## src/gpg_pkg.sv

```systemverilog
package gpg_pkg;

  // ---------------------------------------------------------------
  // sizes
  // ---------------------------------------------------------------
  localparam int GPG_PINS = 8;
  localparam int GPG_AW = 8;
  localparam int GPG_DW = 16;
  localparam int GPG_ALT_W = 2;
  localparam int GPG_SRC_N = 4;
  localparam int GPG_DIV_W = 4;
  localparam int GPG_SRC_W = 2;
  localparam int GPG_DIVCNT_W = 15;

  // ---------------------------------------------------------------
  // register offsets
  // ---------------------------------------------------------------
  localparam logic [GPG_AW-1:0] GPG_OFF_DATA = 8'h00;
  localparam logic [GPG_AW-1:0] GPG_OFF_DIR = 8'h02;
  localparam logic [GPG_AW-1:0] GPG_OFF_PULL = 8'h04;
  localparam logic [GPG_AW-1:0] GPG_OFF_FLAG = 8'h06;
  localparam logic [GPG_AW-1:0] GPG_OFF_ECTL = 8'h08;
  localparam logic [GPG_AW-1:0] GPG_OFF_DEB = 8'h0a;
  localparam logic [GPG_AW-1:0] GPG_OFF_OWN = 8'h0c;
  localparam logic [GPG_AW-1:0] GPG_OFF_ALT = 8'h0e;
  localparam logic [GPG_AW-1:0] GPG_OFF_FCLK = 8'h10;
  localparam logic [GPG_AW-1:0] GPG_OFF_SUM = 8'h12;

  // ---------------------------------------------------------------
  // field positions and reset values
  // ---------------------------------------------------------------
  localparam int GPG_HI_LSB = 8;
  localparam int GPG_LO_LSB = 0;
  localparam int GPG_DEBUG_RUN_ENABLE_BIT = 8;
  localparam int GPG_DIV_LSB = 4;
  localparam int GPG_SRC_LSB = 0;
  localparam int GPG_SUM_BIT = 0;
  localparam logic [GPG_PINS-1:0] GPG_BYTE_RST = 8'h00;
  localparam logic [GPG_DW-1:0] GPG_WORD_RST = 16'h0000;
  localparam logic [GPG_DIVCNT_W-1:0] GPG_DIVCNT_RST = 15'h0000;
  localparam logic [GPG_DIVCNT_W-1:0] GPG_DIVCNT_ONE = 15'h0001;

  // ---------------------------------------------------------------
  // carriers
  // ---------------------------------------------------------------
  typedef struct packed {
    logic [GPG_AW-1:0] addr;
    logic [GPG_DW-1:0] wdata;
    logic wr;
    logic rd;
  } gpg_reg_req_t;

  typedef struct packed {
    logic debug_run_enable;
    logic [GPG_DIV_W-1:0] filter_clock_divider;
    logic [GPG_SRC_W-1:0] filter_clock_source;
  } gpg_fclk_ctl_t;

  localparam gpg_fclk_ctl_t GPG_FCLK_RST = '0;

endpackage

```

## src/gpg_port_group.sv

```systemverilog
// Added by the designer: the address-and-strobe port and the register offsets.
`timescale 1ns/1ns
`default_nettype none

// How it works
// - output-enabled GPIO pin drives its output level bit
// - output level bit stored while output disabled, pin unaffected
// - peripheral-owned pin ignores the output level bit
// - input level bit shows pin when input enabled, else zero
// - peripheral-owned pin reads zero in the input level bit
// - input and output both enabled: read back our own driven level
// - output disabled leaves the pin driver off (high impedance)
// - input/output enables ignored while a peripheral owns the pin
// - pull direction 1 up, 0 down, only with pull enable set
// - pull only while output disabled
// - pull bits ignored while a peripheral owns the pin
// - event flag set by cause, write 1 clears, 0 ignored
// - edge polarity 1 falling, 0 rising
// - event enable 1 permits a request, 0 suppresses it
// - debounce enable routes the pin through the filter for the input level bit and events only
// - owner bit 0 GPIO, 1 peripheral
// - two-bit function code per pin, pin 7 at top
// - function code effective only while owner bit is 1
// - filter clock control: debug run 8, divider 7-4, source 1-0
// - request only for a set flag with its enable set
// - summary bit follows enabled flags, clears with them
// - debounce rejects pulses shorter than two to three ticks
module gpg_port_group
  import gpg_pkg::*;
(
  input wire logic CLK_SYS_I,
  input wire logic RESET_N_I,
  input wire gpg_reg_req_t REG_REQ_I,
  output logic [GPG_DW-1:0] REG_RDATA_O,
  input wire logic PROT_OPEN_I,
  input wire logic DEBUG_I,
  input wire logic [GPG_SRC_N-1:0] SRC_TICK_I,
  input wire logic [GPG_PINS-1:0] PIN_IN_I,
  output logic [GPG_PINS-1:0] PIN_OUT_O,
  output logic [GPG_PINS-1:0] PIN_OE_O,
  output logic [GPG_PINS-1:0] PULL_EN_O,
  output logic [GPG_PINS-1:0] PULL_UP_O,
  input wire logic [GPG_PINS-1:0] PERIPH_OUT_I,
  input wire logic [GPG_PINS-1:0] PERIPH_OE_I,
  output logic [GPG_PINS-1:0] PERIPH_IN_O,
  output logic [GPG_PINS-1:0] PERIPH_SEL_O,
  output logic [GPG_PINS*GPG_ALT_W-1:0] FUNC_CODE_O,
  output logic EVENT_REQ_O
);

  // ---------------------------------------------------------------
  // declarations
  // ---------------------------------------------------------------
  logic rst_meta_reg;
  logic rst_n;
  logic [GPG_PINS-1:0] output_level_bits_reg;
  logic [GPG_PINS-1:0] input_enable_bits_reg;
  logic [GPG_PINS-1:0] output_enable_bits_reg;
  logic [GPG_PINS-1:0] pull_direction_bits_reg;
  logic [GPG_PINS-1:0] pull_enable_bits_reg;
  logic [GPG_PINS-1:0] edge_event_flag_bits_reg;
  logic [GPG_PINS-1:0] edge_event_flag_bits_next;
  logic [GPG_PINS-1:0] edge_polarity_bits_reg;
  logic [GPG_PINS-1:0] edge_event_enable_bits_reg;
  logic [GPG_PINS-1:0] debounce_enable_bits_reg;
  logic [GPG_PINS-1:0] pin_owner_bits_reg;
  logic [GPG_PINS*GPG_ALT_W-1:0] alternate_function_code_reg;
  gpg_fclk_ctl_t fclk_reg;
  logic [GPG_PINS-1:0] sync_a_reg;
  logic [GPG_PINS-1:0] sync_b_reg;
  logic [GPG_PINS-1:0] sync_c_reg;
  logic [GPG_PINS-1:0] sync_lvl_reg;
  logic [GPG_PINS-1:0] filt_lvl;
  logic [GPG_PINS-1:0] pin_lvl;
  logic [GPG_PINS-1:0] prev_lvl_reg;
  logic [GPG_PINS-1:0] ev_set;
  logic [GPG_PINS-1:0] ev_clr;
  logic [GPG_PINS-1:0] input_level_bits;
  logic [GPG_DIVCNT_W-1:0] div_cnt_reg;
  logic ftick_reg;
  logic src_tick;
  logic summary;
  logic wr_en;
  logic [GPG_DW-1:0] wdata;
  logic [GPG_DW-1:0] rdata_next;

  // ---------------------------------------------------------------
  // helpers
  // ---------------------------------------------------------------
  function automatic logic hit(input logic [GPG_AW-1:0] addr,
                               input logic [GPG_AW-1:0] off);
    hit = (addr == off);
  endfunction

  function automatic logic [GPG_DIVCNT_W-1:0] div_limit(
      input logic [GPG_DIV_W-1:0] div);
    div_limit = (GPG_DIVCNT_ONE << div) - GPG_DIVCNT_ONE;
  endfunction

  assign wr_en = REG_REQ_I.wr;
  assign wdata = REG_REQ_I.wdata;

  // ---------------------------------------------------------------
  // reset release
  // ---------------------------------------------------------------
  always_ff @(posedge CLK_SYS_I or negedge RESET_N_I) begin
    if (!RESET_N_I) begin
      rst_meta_reg <= 1'b0;
      rst_n <= 1'b0;
    end else begin
      rst_meta_reg <= 1'b1;
      rst_n <= rst_meta_reg;
    end
  end

  // ---------------------------------------------------------------
  // control registers
  // ---------------------------------------------------------------
  always_ff @(posedge CLK_SYS_I or negedge rst_n) begin
    if (!rst_n) begin
      output_level_bits_reg <= GPG_BYTE_RST;
    end else if (wr_en && hit(REG_REQ_I.addr, GPG_OFF_DATA)) begin
      // stored whatever the enables say
      output_level_bits_reg <= wdata[GPG_HI_LSB +: GPG_PINS];
    end
  end

  always_ff @(posedge CLK_SYS_I or negedge rst_n) begin
    if (!rst_n) begin
      input_enable_bits_reg <= GPG_BYTE_RST;
      output_enable_bits_reg <= GPG_BYTE_RST;
    end else if (wr_en && hit(REG_REQ_I.addr, GPG_OFF_DIR)) begin
      input_enable_bits_reg <= wdata[GPG_HI_LSB +: GPG_PINS];
      output_enable_bits_reg <= wdata[GPG_LO_LSB +: GPG_PINS];
    end
  end

  always_ff @(posedge CLK_SYS_I or negedge rst_n) begin
    if (!rst_n) begin
      pull_direction_bits_reg <= GPG_BYTE_RST;
      pull_enable_bits_reg <= GPG_BYTE_RST;
    end else if (wr_en && hit(REG_REQ_I.addr, GPG_OFF_PULL)) begin
      pull_direction_bits_reg <= wdata[GPG_HI_LSB +: GPG_PINS];
      pull_enable_bits_reg <= wdata[GPG_LO_LSB +: GPG_PINS];
    end
  end

  // software must clear a stale flag before enabling it
  always_ff @(posedge CLK_SYS_I or negedge rst_n) begin
    if (!rst_n) begin
      edge_polarity_bits_reg <= GPG_BYTE_RST;
      edge_event_enable_bits_reg <= GPG_BYTE_RST;
    end else if (wr_en && hit(REG_REQ_I.addr, GPG_OFF_ECTL)) begin
      edge_polarity_bits_reg <= wdata[GPG_HI_LSB +: GPG_PINS];
      edge_event_enable_bits_reg <= wdata[GPG_LO_LSB +: GPG_PINS];
    end
  end

  always_ff @(posedge CLK_SYS_I or negedge rst_n) begin
    if (!rst_n) begin
      debounce_enable_bits_reg <= GPG_BYTE_RST;
    end else if (wr_en && hit(REG_REQ_I.addr, GPG_OFF_DEB)) begin
      debounce_enable_bits_reg <= wdata[GPG_LO_LSB +: GPG_PINS];
    end
  end

  always_ff @(posedge CLK_SYS_I or negedge rst_n) begin
    if (!rst_n) begin
      pin_owner_bits_reg <= GPG_BYTE_RST;
    end else if (wr_en && hit(REG_REQ_I.addr, GPG_OFF_OWN)) begin
      pin_owner_bits_reg <= wdata[GPG_LO_LSB +: GPG_PINS];
    end
  end

  always_ff @(posedge CLK_SYS_I or negedge rst_n) begin
    if (!rst_n) begin
      alternate_function_code_reg <= GPG_WORD_RST;
    end else if (wr_en && hit(REG_REQ_I.addr, GPG_OFF_ALT)) begin
      alternate_function_code_reg <= wdata;
    end
  end

  // protected fields: a write without the unlock level is dropped
  always_ff @(posedge CLK_SYS_I or negedge rst_n) begin
    if (!rst_n) begin
      fclk_reg <= GPG_FCLK_RST;
    end else if (wr_en && PROT_OPEN_I &&
                 hit(REG_REQ_I.addr, GPG_OFF_FCLK)) begin
      fclk_reg.debug_run_enable <= wdata[GPG_DEBUG_RUN_ENABLE_BIT];
      fclk_reg.filter_clock_divider <= wdata[GPG_DIV_LSB +: GPG_DIV_W];
      fclk_reg.filter_clock_source <= wdata[GPG_SRC_LSB +: GPG_SRC_W];
    end
  end

  // ---------------------------------------------------------------
  // filter_clock tick
  // ---------------------------------------------------------------
  // halted in debug unless debug run is set; ticks come from the
  // clock generator as one-cycle strobes on the system clock
  assign src_tick = SRC_TICK_I[fclk_reg.filter_clock_source] &&
                    (!DEBUG_I || fclk_reg.debug_run_enable);

  always_ff @(posedge CLK_SYS_I or negedge rst_n) begin
    if (!rst_n) begin
      div_cnt_reg <= GPG_DIVCNT_RST;
      ftick_reg <= 1'b0;
    end else if (!src_tick) begin
      ftick_reg <= 1'b0;
    end else if (div_cnt_reg >=
                 div_limit(fclk_reg.filter_clock_divider)) begin
      div_cnt_reg <= GPG_DIVCNT_RST;
      ftick_reg <= 1'b1;
    end else begin
      div_cnt_reg <= div_cnt_reg + GPG_DIVCNT_ONE;
      ftick_reg <= 1'b0;
    end
  end

  // ---------------------------------------------------------------
  // input path
  // ---------------------------------------------------------------
  always_ff @(posedge CLK_SYS_I or negedge rst_n) begin
    if (!rst_n) begin
      sync_a_reg <= GPG_BYTE_RST;
      sync_b_reg <= GPG_BYTE_RST;
      sync_c_reg <= GPG_BYTE_RST;
    end else begin
      sync_a_reg <= PIN_IN_I;
      sync_b_reg <= sync_a_reg;
      sync_c_reg <= sync_b_reg;
    end
  end

  // a bit moves only where the last two stages agree
  always_ff @(posedge CLK_SYS_I or negedge rst_n) begin
    if (!rst_n) begin
      sync_lvl_reg <= GPG_BYTE_RST;
    end else begin
      sync_lvl_reg <= (sync_b_reg & sync_c_reg) |
                      (sync_lvl_reg & (sync_b_reg ^ sync_c_reg));
    end
  end

  genvar gi;
  generate
    for (gi = 0; gi < GPG_PINS; gi++) begin : g_pin
      gpg_filter u_filter (
        .clk_i(CLK_SYS_I),
        .rst_n_i(rst_n),
        .tick_i(ftick_reg),
        .level_i(sync_lvl_reg[gi]),
        .level_o(filt_lvl[gi])
      );
    end
  endgenerate

  // toggling the debounce enable can fake an edge; keep events off
  // meanwhile
  assign pin_lvl = (debounce_enable_bits_reg & filt_lvl) |
                   (~debounce_enable_bits_reg & sync_lvl_reg);

  // ---------------------------------------------------------------
  // edge events
  // ---------------------------------------------------------------
  always_ff @(posedge CLK_SYS_I or negedge rst_n) begin
    if (!rst_n) begin
      prev_lvl_reg <= GPG_BYTE_RST;
    end else begin
      prev_lvl_reg <= pin_lvl;
    end
  end

  // events only while the pin is a GPIO
  assign ev_set = ~pin_owner_bits_reg &
                  ((edge_polarity_bits_reg & prev_lvl_reg & ~pin_lvl) |
                   (~edge_polarity_bits_reg & ~prev_lvl_reg &
                    pin_lvl));
  assign ev_clr = (wr_en && hit(REG_REQ_I.addr, GPG_OFF_FLAG)) ?
                  wdata[GPG_LO_LSB +: GPG_PINS] : GPG_BYTE_RST;
  // a new cause wins over a simultaneous clear
  assign edge_event_flag_bits_next =
      (edge_event_flag_bits_reg & ~ev_clr) | ev_set;

  always_ff @(posedge CLK_SYS_I or negedge rst_n) begin
    if (!rst_n) begin
      edge_event_flag_bits_reg <= GPG_BYTE_RST;
    end else begin
      edge_event_flag_bits_reg <= edge_event_flag_bits_next;
    end
  end

  assign summary = |(edge_event_flag_bits_reg &
                     edge_event_enable_bits_reg);

  always_ff @(posedge CLK_SYS_I or negedge rst_n) begin
    if (!rst_n) begin
      EVENT_REQ_O <= 1'b0;
    end else begin
      EVENT_REQ_O <= summary;
    end
  end

  // ---------------------------------------------------------------
  // pin drive
  // ---------------------------------------------------------------
  always_ff @(posedge CLK_SYS_I or negedge rst_n) begin
    if (!rst_n) begin
      PIN_OUT_O <= GPG_BYTE_RST;
      PIN_OE_O <= GPG_BYTE_RST;
    end else begin
      PIN_OUT_O <= (pin_owner_bits_reg & PERIPH_OUT_I) |
                   (~pin_owner_bits_reg &
                    output_level_bits_reg);
      PIN_OE_O <= (pin_owner_bits_reg & PERIPH_OE_I) |
                  (~pin_owner_bits_reg &
                   output_enable_bits_reg);
    end
  end

  always_ff @(posedge CLK_SYS_I or negedge rst_n) begin
    if (!rst_n) begin
      PULL_EN_O <= GPG_BYTE_RST;
      PULL_UP_O <= GPG_BYTE_RST;
    end else begin
      PULL_EN_O <= ~pin_owner_bits_reg & pull_enable_bits_reg &
                   ~output_enable_bits_reg;
      PULL_UP_O <= ~pin_owner_bits_reg & pull_enable_bits_reg &
                   ~output_enable_bits_reg &
                   pull_direction_bits_reg;
    end
  end

  // ---------------------------------------------------------------
  // peripheral side
  // ---------------------------------------------------------------
  always_ff @(posedge CLK_SYS_I or negedge rst_n) begin
    if (!rst_n) begin
      PERIPH_IN_O <= GPG_BYTE_RST;
      PERIPH_SEL_O <= GPG_BYTE_RST;
    end else begin
      PERIPH_IN_O <= pin_owner_bits_reg & sync_lvl_reg;
      PERIPH_SEL_O <= pin_owner_bits_reg;
    end
  end

  generate
    for (gi = 0; gi < GPG_PINS; gi++) begin : g_func
      always_ff @(posedge CLK_SYS_I or negedge rst_n) begin
        if (!rst_n) begin
          FUNC_CODE_O[gi*GPG_ALT_W +: GPG_ALT_W] <= '0;
        end else if (pin_owner_bits_reg[gi]) begin
          FUNC_CODE_O[gi*GPG_ALT_W +: GPG_ALT_W] <=
              alternate_function_code_reg[gi*GPG_ALT_W +:
                                          GPG_ALT_W];
        end else begin
          FUNC_CODE_O[gi*GPG_ALT_W +: GPG_ALT_W] <= '0;
        end
      end
    end
  endgenerate

  // ---------------------------------------------------------------
  // read-back
  // ---------------------------------------------------------------
  // when driving, return our own level rather than the pin
  assign input_level_bits = input_enable_bits_reg &
                            ~pin_owner_bits_reg &
                            ((output_enable_bits_reg &
                              output_level_bits_reg) |
                             (~output_enable_bits_reg &
                              pin_lvl));

  always_comb begin
    rdata_next = GPG_WORD_RST;
    if (hit(REG_REQ_I.addr, GPG_OFF_DATA)) begin
      rdata_next[GPG_HI_LSB +: GPG_PINS] = output_level_bits_reg;
      rdata_next[GPG_LO_LSB +: GPG_PINS] = input_level_bits;
    end else if (hit(REG_REQ_I.addr, GPG_OFF_DIR)) begin
      rdata_next[GPG_HI_LSB +: GPG_PINS] = input_enable_bits_reg;
      rdata_next[GPG_LO_LSB +: GPG_PINS] = output_enable_bits_reg;
    end else if (hit(REG_REQ_I.addr, GPG_OFF_PULL)) begin
      rdata_next[GPG_HI_LSB +: GPG_PINS] = pull_direction_bits_reg;
      rdata_next[GPG_LO_LSB +: GPG_PINS] = pull_enable_bits_reg;
    end else if (hit(REG_REQ_I.addr, GPG_OFF_FLAG)) begin
      rdata_next[GPG_LO_LSB +: GPG_PINS] = edge_event_flag_bits_reg;
    end else if (hit(REG_REQ_I.addr, GPG_OFF_ECTL)) begin
      rdata_next[GPG_HI_LSB +: GPG_PINS] = edge_polarity_bits_reg;
      rdata_next[GPG_LO_LSB +: GPG_PINS] = edge_event_enable_bits_reg;
    end else if (hit(REG_REQ_I.addr, GPG_OFF_DEB)) begin
      rdata_next[GPG_LO_LSB +: GPG_PINS] = debounce_enable_bits_reg;
    end else if (hit(REG_REQ_I.addr, GPG_OFF_OWN)) begin
      rdata_next[GPG_LO_LSB +: GPG_PINS] = pin_owner_bits_reg;
    end else if (hit(REG_REQ_I.addr, GPG_OFF_ALT)) begin
      rdata_next = alternate_function_code_reg;
    end else if (hit(REG_REQ_I.addr, GPG_OFF_FCLK)) begin
      rdata_next[GPG_DEBUG_RUN_ENABLE_BIT] = fclk_reg.debug_run_enable;
      rdata_next[GPG_DIV_LSB +: GPG_DIV_W] =
          fclk_reg.filter_clock_divider;
      rdata_next[GPG_SRC_LSB +: GPG_SRC_W] =
          fclk_reg.filter_clock_source;
    end else if (hit(REG_REQ_I.addr, GPG_OFF_SUM)) begin
      rdata_next[GPG_SUM_BIT] = summary;
    end
  end

  // data stand for the one cycle after the read strobe only
  always_ff @(posedge CLK_SYS_I or negedge rst_n) begin
    if (!rst_n) begin
      REG_RDATA_O <= GPG_WORD_RST;
    end else if (REG_REQ_I.rd) begin
      REG_RDATA_O <= rdata_next;
    end else begin
      REG_RDATA_O <= GPG_WORD_RST;
    end
  end

endmodule

`default_nettype wire

```

## src/gpg_filter.sv

```systemverilog
`timescale 1ns/1ns
`default_nettype none

// ---------------------------------------------------------------
// one-pin debounce: a level passes only after three agreeing
// samples on filter_clock ticks, so pulses shorter than two
// to three tick periods never reach the output
// ---------------------------------------------------------------
module gpg_filter (
  input wire logic clk_i,
  input wire logic rst_n_i,
  input wire logic tick_i,
  input wire logic level_i,
  output logic level_o
);

  logic samp_a_reg;
  logic samp_b_reg;

  always_ff @(posedge clk_i or negedge rst_n_i) begin
    if (!rst_n_i) begin
      samp_a_reg <= 1'b0;
      samp_b_reg <= 1'b0;
    end else if (tick_i) begin
      samp_a_reg <= level_i;
      samp_b_reg <= samp_a_reg;
    end
  end

  always_ff @(posedge clk_i or negedge rst_n_i) begin
    if (!rst_n_i) begin
      level_o <= 1'b0;
    end else if (tick_i && level_i == samp_a_reg &&
                 samp_a_reg == samp_b_reg) begin
      level_o <= level_i;
    end
  end

endmodule

`default_nettype wire

```

## config.mk

```make
export PLATFORM = sky130hd
export DESIGN_NAME = gpg_port_group
export DESIGN_NICKNAME = d
export VERILOG_FILES = /design/src/gpg_pkg.sv /design/src/gpg_port_group.sv /design/src/gpg_filter.sv
export SDC_FILE = /design/constraint.sdc
export NUM_CORES = 1
export LEC_CHECK = 0
export BUFFER_PORTS_ARGS = -buffer_cell sky130_fd_sc_hd__buf_2
export CORE_AREA = 2 2 186 188
export CTS_BUF_LIST = sky130_fd_sc_hd__clkbuf_8
export DETAILED_ROUTE_END_ITERATION = 8
export DIE_AREA = 0 0 188 190
export SETUP_SLACK_MARGIN = 0.5
export SYNTH_ARGS = -nofsm -noshare
export SYNTH_HDL_FRONTEND = slang
export SYNTH_SLANG_ARGS = --single-unit
```

## constraint.sdc

```tcl
create_clock -name CLK_SYS_I -period 10.3 [get_ports CLK_SYS_I]
set_input_delay 0.515 -clock CLK_SYS_I [delete_from_list [all_inputs] [get_ports CLK_SYS_I]]
set_output_delay 0.515 -clock CLK_SYS_I [all_outputs]
set_load 0.03 [all_outputs]
```

# Word-level counts from Yosys, hierarchy flattened
# Index checks and enable logic that the tools add are counted.
# Widths: inputs -> output; s select.
[totals] reg_bits=266 input_bits=58 output_inout_bits=81 word_cells=195
[classes] addsub=2 order_cmp=2 eq_ne=25 shifts=1 muxes=33 bitwise=38 n_reduce_logical=31
[op_table] operator="$and 8x8->8" n=23
[op_table] operator="$mux 16" n=5
[op_table] operator="$mux 8" n=7
[op_table] operator="$not 8->8" n=7
[op_table] operator="$or 8x8->8" n=7
[op_table] operator="$eq 8x4->1 const B" n=4
[op_table] operator="$logic_and 1x1->1" n=27
[op_table] operator="$mux 2" n=10
[op_table] operator="$eq 1x1->1" n=16
[op_table] operator="$eq 8x3->1 const B" n=2
[op_table] operator="$eq 8x5->1 const B" n=2
[op_table] operator="$add 15x1->15 const B" n=1
[op_table] operator="$ge 15x15->1" n=1
[op_table] operator="$mux 15" n=1
[op_table] operator="$shl 1x4->15 const A" n=1
[op_table] operator="$sub 15x1->15 const B" n=1
[op_table] operator="$mux 5" n=2
[op_table] operator="$eq 8x2->1 const B" n=1
[op_table] operator="$logic_not 8->1" n=1
[op_table] operator="$reduce_or 8->1" n=1
[op_table] operator="$xor 8x8->8" n=1
[op_table] operator="$mux 7" n=1
[op_table] operator="$mux 1" n=6
[op_table] operator="$lt 2x3->1 const B" n=1
[op_table] operator="3 further kinds" n=3

# Longest topological paths before layout
# Gate-level depths: netlist of the first run.
[logic_depth] word_depth=13 ltp_mapped=16 ltp_nobuf=13

# Cells and area by module
# From an unflattened synthesis of the first run, not the netlist that was laid out.
[hier_totals] hier_cells=966 hier_area_um2=11668.7
[modules_own_cells] module="gpg_port_group" instances=1 cells_each=894 area_each_um2=10607.7
[modules_own_cells] module="gpg_filter" instances=8 cells_each=9 area_each_um2=132.6

# Worst setup path after synthesis of the first run
# No wires, ideal clock.
[synth_timing] path_kind="flip-flop to flip-flop" from="reg fclk_reg[2] in the netlist's numbering" to="reg div_cnt_reg[3]" setup_time_ns=0.121 arrival_ns=3.232 t_required_ns=10.179 slack_ns=6.947 stages_incl_launch_ff=17 n_path_buf=3 synth_period_minus_slack_ns=3.353 cell_sequence="dfrtp_1 -> clkbuf_1 -> or2_2 -> or3_1 -> ha_1 -> clkbuf_1 -> nor2_1 -> a22oi_1 -> o22a_1 -> ha_1 -> nand4_1 -> nor4_1 -> nor3_1 -> and3_1 -> clkbuf_1 -> a21o_1 -> a22o_1"
[synth_between] elab_chain_cells=4
[synth_rtl] element="start: declaration" line_no="gpg_port_group.sv:68" source="gpg_fclk_ctl_t fclk_reg;"
[synth_rtl] element="$shl 1x4->15" line_no="gpg_port_group.sv:97" source="div_limit = (GPG_DIVCNT_ONE << div) - GPG_DIVCNT_ONE;"
[synth_rtl] element="$sub 15x1->15" line_no="gpg_port_group.sv:97"
[synth_rtl] element="$ge 15x15->1" line_no="gpg_port_group.sv:209" source="end else if (div_cnt_reg >="
[synth_rtl] element="$mux 15" line_no="gpg_port_group.sv:209"
[synth_rtl] element="end signal: assignment" line_no="gpg_port_group.sv:214" source="div_cnt_reg <= div_cnt_reg + GPG_DIVCNT_ONE;"
[synth_rtl] element="end: declaration" line_no="gpg_port_group.sv:79" source="logic [GPG_DIVCNT_W-1:0] div_cnt_reg;"
# Every way passes these cells.
# A chain may end at the register's enable or synchronous reset.

# Worst setup path in the final report of the first run
[layout_timing] from="reg fclk_reg[3] in the netlist's numbering" to="reg div_cnt_reg[0]"
# Same word-level chain as after synthesis.

==> summary.md, run 1 <==
| Metric | Value |
|---|---|
| Clock transition at path regs | 60 ps |
| Final slew viol count | 0 |
| Largest family of logic cells by synthesized area | multiplexers |
| Crit path capture type | register |
| CTS sink cnt | 266 |
| Vias in the first global route | 8,260 |
| GRT Util Overall | 0.172 |
| Synth Instances | 961 |
| CTS resizes | 0 |
| WHS | 53.2 ps |
| Reg2Reg Capture Point | div_cnt_reg[0] |
| Area leader, netlist | dfrtp_1 |
| Path length in cells of the critical path | 13 |
| DP Area | 12,700 µm² |
| Initial Util | 0.343 |
| Tcrit/Tclk final | 0.365 |
| Final Critical Period | 3760 ps |
| Via density | 5.09 |
| Slew @ Worst Pin | 992 ps |
| Vias | 8,130 |
| # nets final | 1,189 |
| Vert. Die Dim | 190 µm |
| Ys Warns | 0 |
| Final instance area | 13,700 µm² |
| Die extent in x | 188 µm |
| Clock root cell | clkbuf_8 |
| Final wirelength | 30.0 mm |
| Global-route wire length before repair | 47.7 mm |
| Placed instance count | 1,512 |
| Htree depth | 2 |
| HP Class | in2reg |
| Core area | 33,900 µm² |
| Clock tree buffer depth | 3 |
| Fmax | 0.266 GHz |
| RSZ-0062 raised after global routing | false |
| Synth Area in Compound Gates | 0.114 |
| Critical-path cell list | or2_2, or3_1, ha_1, nor2_1, a22oi_1, o22a_1, ha_1, nand4_1, nor4_1, nor3_1, nand3_1, nor2_1, mux2_2 |
| Dpl hpwl | 19.9 mm |
| Post-synth EDFFs | 0 |
| Reg2Reg Launch Point | fclk_reg[3] |
| DP Worst Slack | 6620 ps |
| Register-to-register setup slack | 6540 ps |
| Setup TNS | 0 ps |
| Max IR drop VDD | 92.1 µV |
| Setup WS post-layout | 6540 ps |
| Crit path launch type | register |
| DRC | 0 |
| Crit path max-delay family | simple AND/OR/NAND/NOR gates |
| Antenna violations before repair | 1 |
| TritonCTS buffer count | 46 |
| Inserted Diodes | 0 |
| Worst EP arrival | 4260 ps |
| Syn nets | 1,044 |
| GP Congestion | 0.818 |
| Ys async rst share | 1.00 |
| Pleak | 6.70 nW |
| Launch point of the worst path | fclk_reg[3] |
| Max-cap violations | 0 |
| Setup violations, final | 0 |
| Full die area | 35,700 µm² |
| XOR/XNOR share of the synthesized area | 0.00376 |
| 1st-pass router iterations | 6 |
| #FFs+latches synth | 266 |
| Share of the synthesized area in the top cell type | 0.571 |
| Core Rows | 68 |
| Count of cell types in the netlist | 69 |
| I/O Pins | 139 |
| Clk_skew | 24.5 ps |
| Most common cell in the synthesized netlist | dfrtp_1 |
| Most frequent cells after synthesis | dfrtp_1, mux2_2, nand2_1 |
| Critical Path End | div_cnt_reg[0] |
| Mux cell area share after synthesis | 0.138 |
| Area share of and/or/nand/nor cells after synthesis | 0.116 |
| Multi-input gate area | 4650 µm² |
| Status | finished clean |
| Crit path required time | 10,800 ps |
| R2R depth | 13 |
| Worst path max stage delay | 530 ps |
| Synth Area in Adders | 0.0268 |
| Main flop type after synthesis | dfrtp_1 |
| Power Density | 182 nW/µm² |
| Reg area | 6660 µm² |
| Largest net degree at the start of global routing | 179 |
| Headroom to the max-slew limit | 0.339 |
| Worst-skew pair later-pin latency | 580 ps |
| Starting DRT DRC Count | 677 |
| Register area share after synthesis | 0.571 |
| FILL cells | 3,241 |
| Layout cell share with drive strength beyond 1 | 0.318 |
| Non-filler cells, final | 1,597 |
| Worst-path maximum fanout | 14 |
| Crit Path Class | reg2reg |
| CP max-delay cell | dfrtp_1 |
| Port Buffers | 138 |
| Area Growth Syn to Fin | 17.6% |
| ANT nets after route | 0 |
| WP buf/inv | 0 |
| Routed length per instance | 18.8 µm |
| Remaining global-route overflow | 0 |
| CTS tree | done |
| Syn Area/Cell | 12.1 µm² |
| Synth top area cells | dfrtp_1, mux2_2, ha_1 |
| Syn Std Cell Area | 11,700 µm² |
| Hold Vio Cnt, Final | 0 |
==> worst min path at each step <==
stage | start | end | slack (ps) | cells after the start
2_1_floorplan | RESET_N_I | rst_meta_reg | 220 | 0
3_3_place_gp | rst_n | sync_a_reg[3] | 250 | 0
3_5_place_dp | rst_n | sync_a_reg[3] | 260 | 0
4_1_cts | PIN_IN_I[4] | sync_a_reg[4] | 5 | 1
5_1_grt | PIN_IN_I[5] | sync_a_reg[5] | 10 | 1
6_report | PIN_IN_I[6] | sync_a_reg[6] | 50 | 1
==> layout make-up <==
| cell class | instances | area share |
|---|---|---|
| flip-flops and latches | 266 | 0.486 |
| multi-input cells | 625 | 0.339 |
| clock buffers | 62 | 0.0623 |
| repair buffers | 145 | 0.0553 |
| well taps | 455 | 0.0415 |
| clock inverters | 22 | 0.00986 |
| inverters | 22 | 0.00602 |
==> where the power goes <==
part | internal, W | switching [W]
clock | 0.000565 | 0.000442
combinational | 0.000120 | 0.000161
sequential | 0.00113 | 0.0000767
==> what timing repair did <==
action,4_1_cts,5_1_grt
hold buffers,1,0
setup endpoints to repair,0,0
buffers inserted,0,0
hold endpoints to repair,2,0
==> cell usage in the layout, fill, tap and decap left out, types with 25 or more instances in the layout <==
cell	netlist	routed
nand2_1	69	69
nor2_1	63	63
a22oi_1	34	34
buf_2	9	138
inv_1	21	31
o21ai_0	37	37
and2_1	34	34
dfrtp_1	266	265
mux2_2	107	107
a21oi_1	46	46
ha_1	25	25
clkbuf_8	0	62
==> per-layer routing <==
layer,vias up,wire (µm),GRT usage
met5,-,0,0
met2,257,13800,0.274
met4,0,567,0.0469
met3,52,1780,0.0362
li1,3749,-,-
met1,4072,13800,0.238
==> cells by family (layout without fill, tap and decap cells) <==
| group | count (synthesis) | count (layout) |
|---|---|---|
| compound gates | 203 | 203 |
| mux | 136 | 136 |
| fa+ha+maj | 25 | 25 |
| buf+inv | 70 | 251 |
| other cells | 1 | 1 |
| flops | 266 | 266 |
| simple gates | 255 | 255 |
| xor+xnor | 5 | 5 |
==> stage by stage <==
step	total power, W	utilization
floorplan	0.00140	-
global placement	0.00149	0.374
detailed placement	0.00150	0.374
CTS	0.00252	0.404
global route	0.00262	0.404
finish	0.00249	0.404
Power figures use the tool's default switching activity.
==> inputs of run 2 (changes only) <==
==> constraint.sdc (replaced) <==
create_clock -name CLK_SYS_I -period 3.8 [get_ports CLK_SYS_I]
set_input_delay 0.19 -clock CLK_SYS_I [delete_from_list [all_inputs] [get_ports CLK_SYS_I]]
set_output_delay 0.19 -clock CLK_SYS_I [all_outputs]
set_load 0.03 [all_outputs]
==> summary.md, run 2 (synthesis gave the netlist of run 1 again) <==
| Metric | Value |
|---|---|
| Final wirelength | 31.2 mm |
| Clock transition at path regs | 60 ps |
| Critical-path cell list | or2_2, or3_4, ha_4, nor3_2, a21oi_1, o21a_1, ha_4, nand3_1, nor4_2, nor3_2, and3_2, a21o_1, a22o_1 |
| Largest net degree at the start of global routing | 96 |
| Tcrit/Tclk final | 0.838 |
| TritonCTS buffer count | 48 |
| Metal3 WL | 1.47 mm |
| Htree depth | 2 |
| Final core utilization | 0.425 |
| I/O Pins | 139 |
| Routed length per instance | 18.8 µm |
| Fmax | 0.314 GHz |
| 1st-pass router iterations | 5 |
| Setup WS post-layout | 614 ps |
| Remaining global-route overflow | 0 |
| Slew @ Worst Pin | 929 ps |
| CTS sink cnt | 266 |
| Share of power burned in the clock network | 0.415 |
| Layout cell share with drive strength beyond 1 | 0.328 |
| Antenna violations before repair | 0 |
| Core area | 33,900 µm² |
| WL met1 | 14.3 mm |
| Setup TNS | 0 ps |
| Core Rows | 68 |
| Clock tree buffer depth | 3 |
| Worst path max stage delay | 370 ps |
| Max IR drop VDD | 249 µV |
| Area Growth Syn to Fin | 23.7% |
| Status | finished clean |
| Commonest cells after routing, fill and taps aside | dfrtp_1, buf_2, mux2_2 |
| # nets final | 1,245 |
| Int Pwr | 0.00518 W |
| Dpl hpwl | 20.7 mm |
| Initial Util | 0.343 |
| GRT Util Overall | 0.177 |
| DP Worst Slack | 320 ps |
| Total chip power | 0.00705 W |
| ANT nets after route | 0 |
| WHS | 68.4 ps |
| Global-route wire length before repair | 48.8 mm |
| Sw Pwr | 0.00187 W |
| Port Buffers | 138 |
| CTS tree | done |
| Vias | 8,312 |
| Vert. Die Dim | 190 µm |
| DRC | 0 |
| Crit path capture type | register |
| Vias in the first global route | 8,378 |
| Crit Path Class | reg2reg |
| Headroom to the max-slew limit | 0.379 |
| Pleak | 7.00 nW |
| Clk_skew | 35.2 ps |
| Die extent in x | 188 µm |
| Full die area | 35,700 µm² |
| Via density | 5.02 |
| Worst-path maximum fanout | 8 |
| Crit path launch type | register |
| RSZ-0062 raised after global routing | true |
| Commonest non-fill, non-tap cell in the layout | dfrtp_1 |
| Met2 routed WL | 14.7 mm |
| Part of the power in registers | 0.465 |
| Worst EP arrival | 3630 ps |
| Final Critical Period | 3190 ps |
| Clock root cell | clkbuf_8 |
| Worst-skew pair later-pin latency | 580 ps |
| CP max-delay cell | dfrtp_1 |
| GP Congestion | 0.831 |
| Power Density | 489 nW/µm² |
| Sw frac | 0.266 |
| HP Class | in2reg |
| Hold Vio Cnt, Final | 0 |
| Crit path required time | 4240 ps |
| Max-cap violations | 0 |
| Top Layer Used | met4 |
| Setup violations, final | 0 |
| Starting DRT DRC Count | 489 |
| Final slew viol count | 0 |
| Combinational power share | 0.120 |
## run 2: cell types whose count changed in the layout (fill, tap and decap cells not counted), sizes merged
cell / delta
dlygate4sd3: +41
buf: +13
clkbuf: +3
clkinv: -3
bufinv: +2
clkinvlp: +2
diode: +1
inv: +1
## run 2: what timing repair did
item | 4_1_cts | 5_1_grt
buffers inserted | 1 | 2
pin swaps | 2 | 5
setup endpoints to repair | 15 | 16
hold endpoints to repair | 111 | 0
gates resized for setup | 7 | 12
hold buffers | 42 | 0
## run 2: power by group through the flow
stage | Sequential, W | Clock [W] | Combinational (W)
final | 0.00328 | 0.00292 | 0.000846
after CTS | 0.00327 | 0.00302 | 0.000838
after detailed placement | 0.00332 | 0 | 0.000760
after global routing | 0.00331 | 0.00315 | 0.000941
after floorplan | 0.00332 | 0 | 0.000483
after global placement | 0.00331 | 0 | 0.000749
## run 2: worst paths after layout
kind,from,endpoint,slack [ps],depth (start not counted)
setup / recovery,fclk_reg[3],div_cnt_reg[3],610,13
hold reg to reg,rst_meta_reg,rst_n,350,0
min in group asynchronous,rst_n,sync_b_reg[7],400,0
max in group asynchronous,rst_n,edge_event_flag_bits_reg[6],2360,1
hold / removal,REG_REQ_I[0],REG_RDATA_O[3],70,3
setup reg to reg,fclk_reg[3],div_cnt_reg[3],610,13
## run 2: final cells by class
cell class,instances,area (µm²)
fill,3236,19500
antenna,1,2.50
tap,455,569
multi-input combinational,625,4730
clock buffer,65,895
sequential,266,6660
clock inverter,24,188
inverter,22,82.6
timing repair buffer,199,1290
## run 2: routing by layer
metal,up-vias,track usage
met2,238,0.286
met1,4169,0.241
li1,3859,-
met4,0,0.0584
met5,-,0
met3,46,0.0304
## run 2: per-stage QoR
| step | std cells | cell area [µm²] |
|---|---|---|
| after detailed placement | 1522 | 12800 |
| after floorplan | 961 | 11700 |
| after global routing | 1656 | 14400 |
| final | 1657 | 14400 |
| after CTS | 1654 | 14300 |
| after global placement | 1522 | 12800 |
## run 2: critical path, delay by kind of cell (launching register included)
kind / cells / cell delay [ps]
AO/OA/AOI/OAI: 4 / 600
adder cells (fa/ha/maj): 2 / 500
flip-flops: 1 / 370
AND/OR/NAND/NOR: 7 / 1600
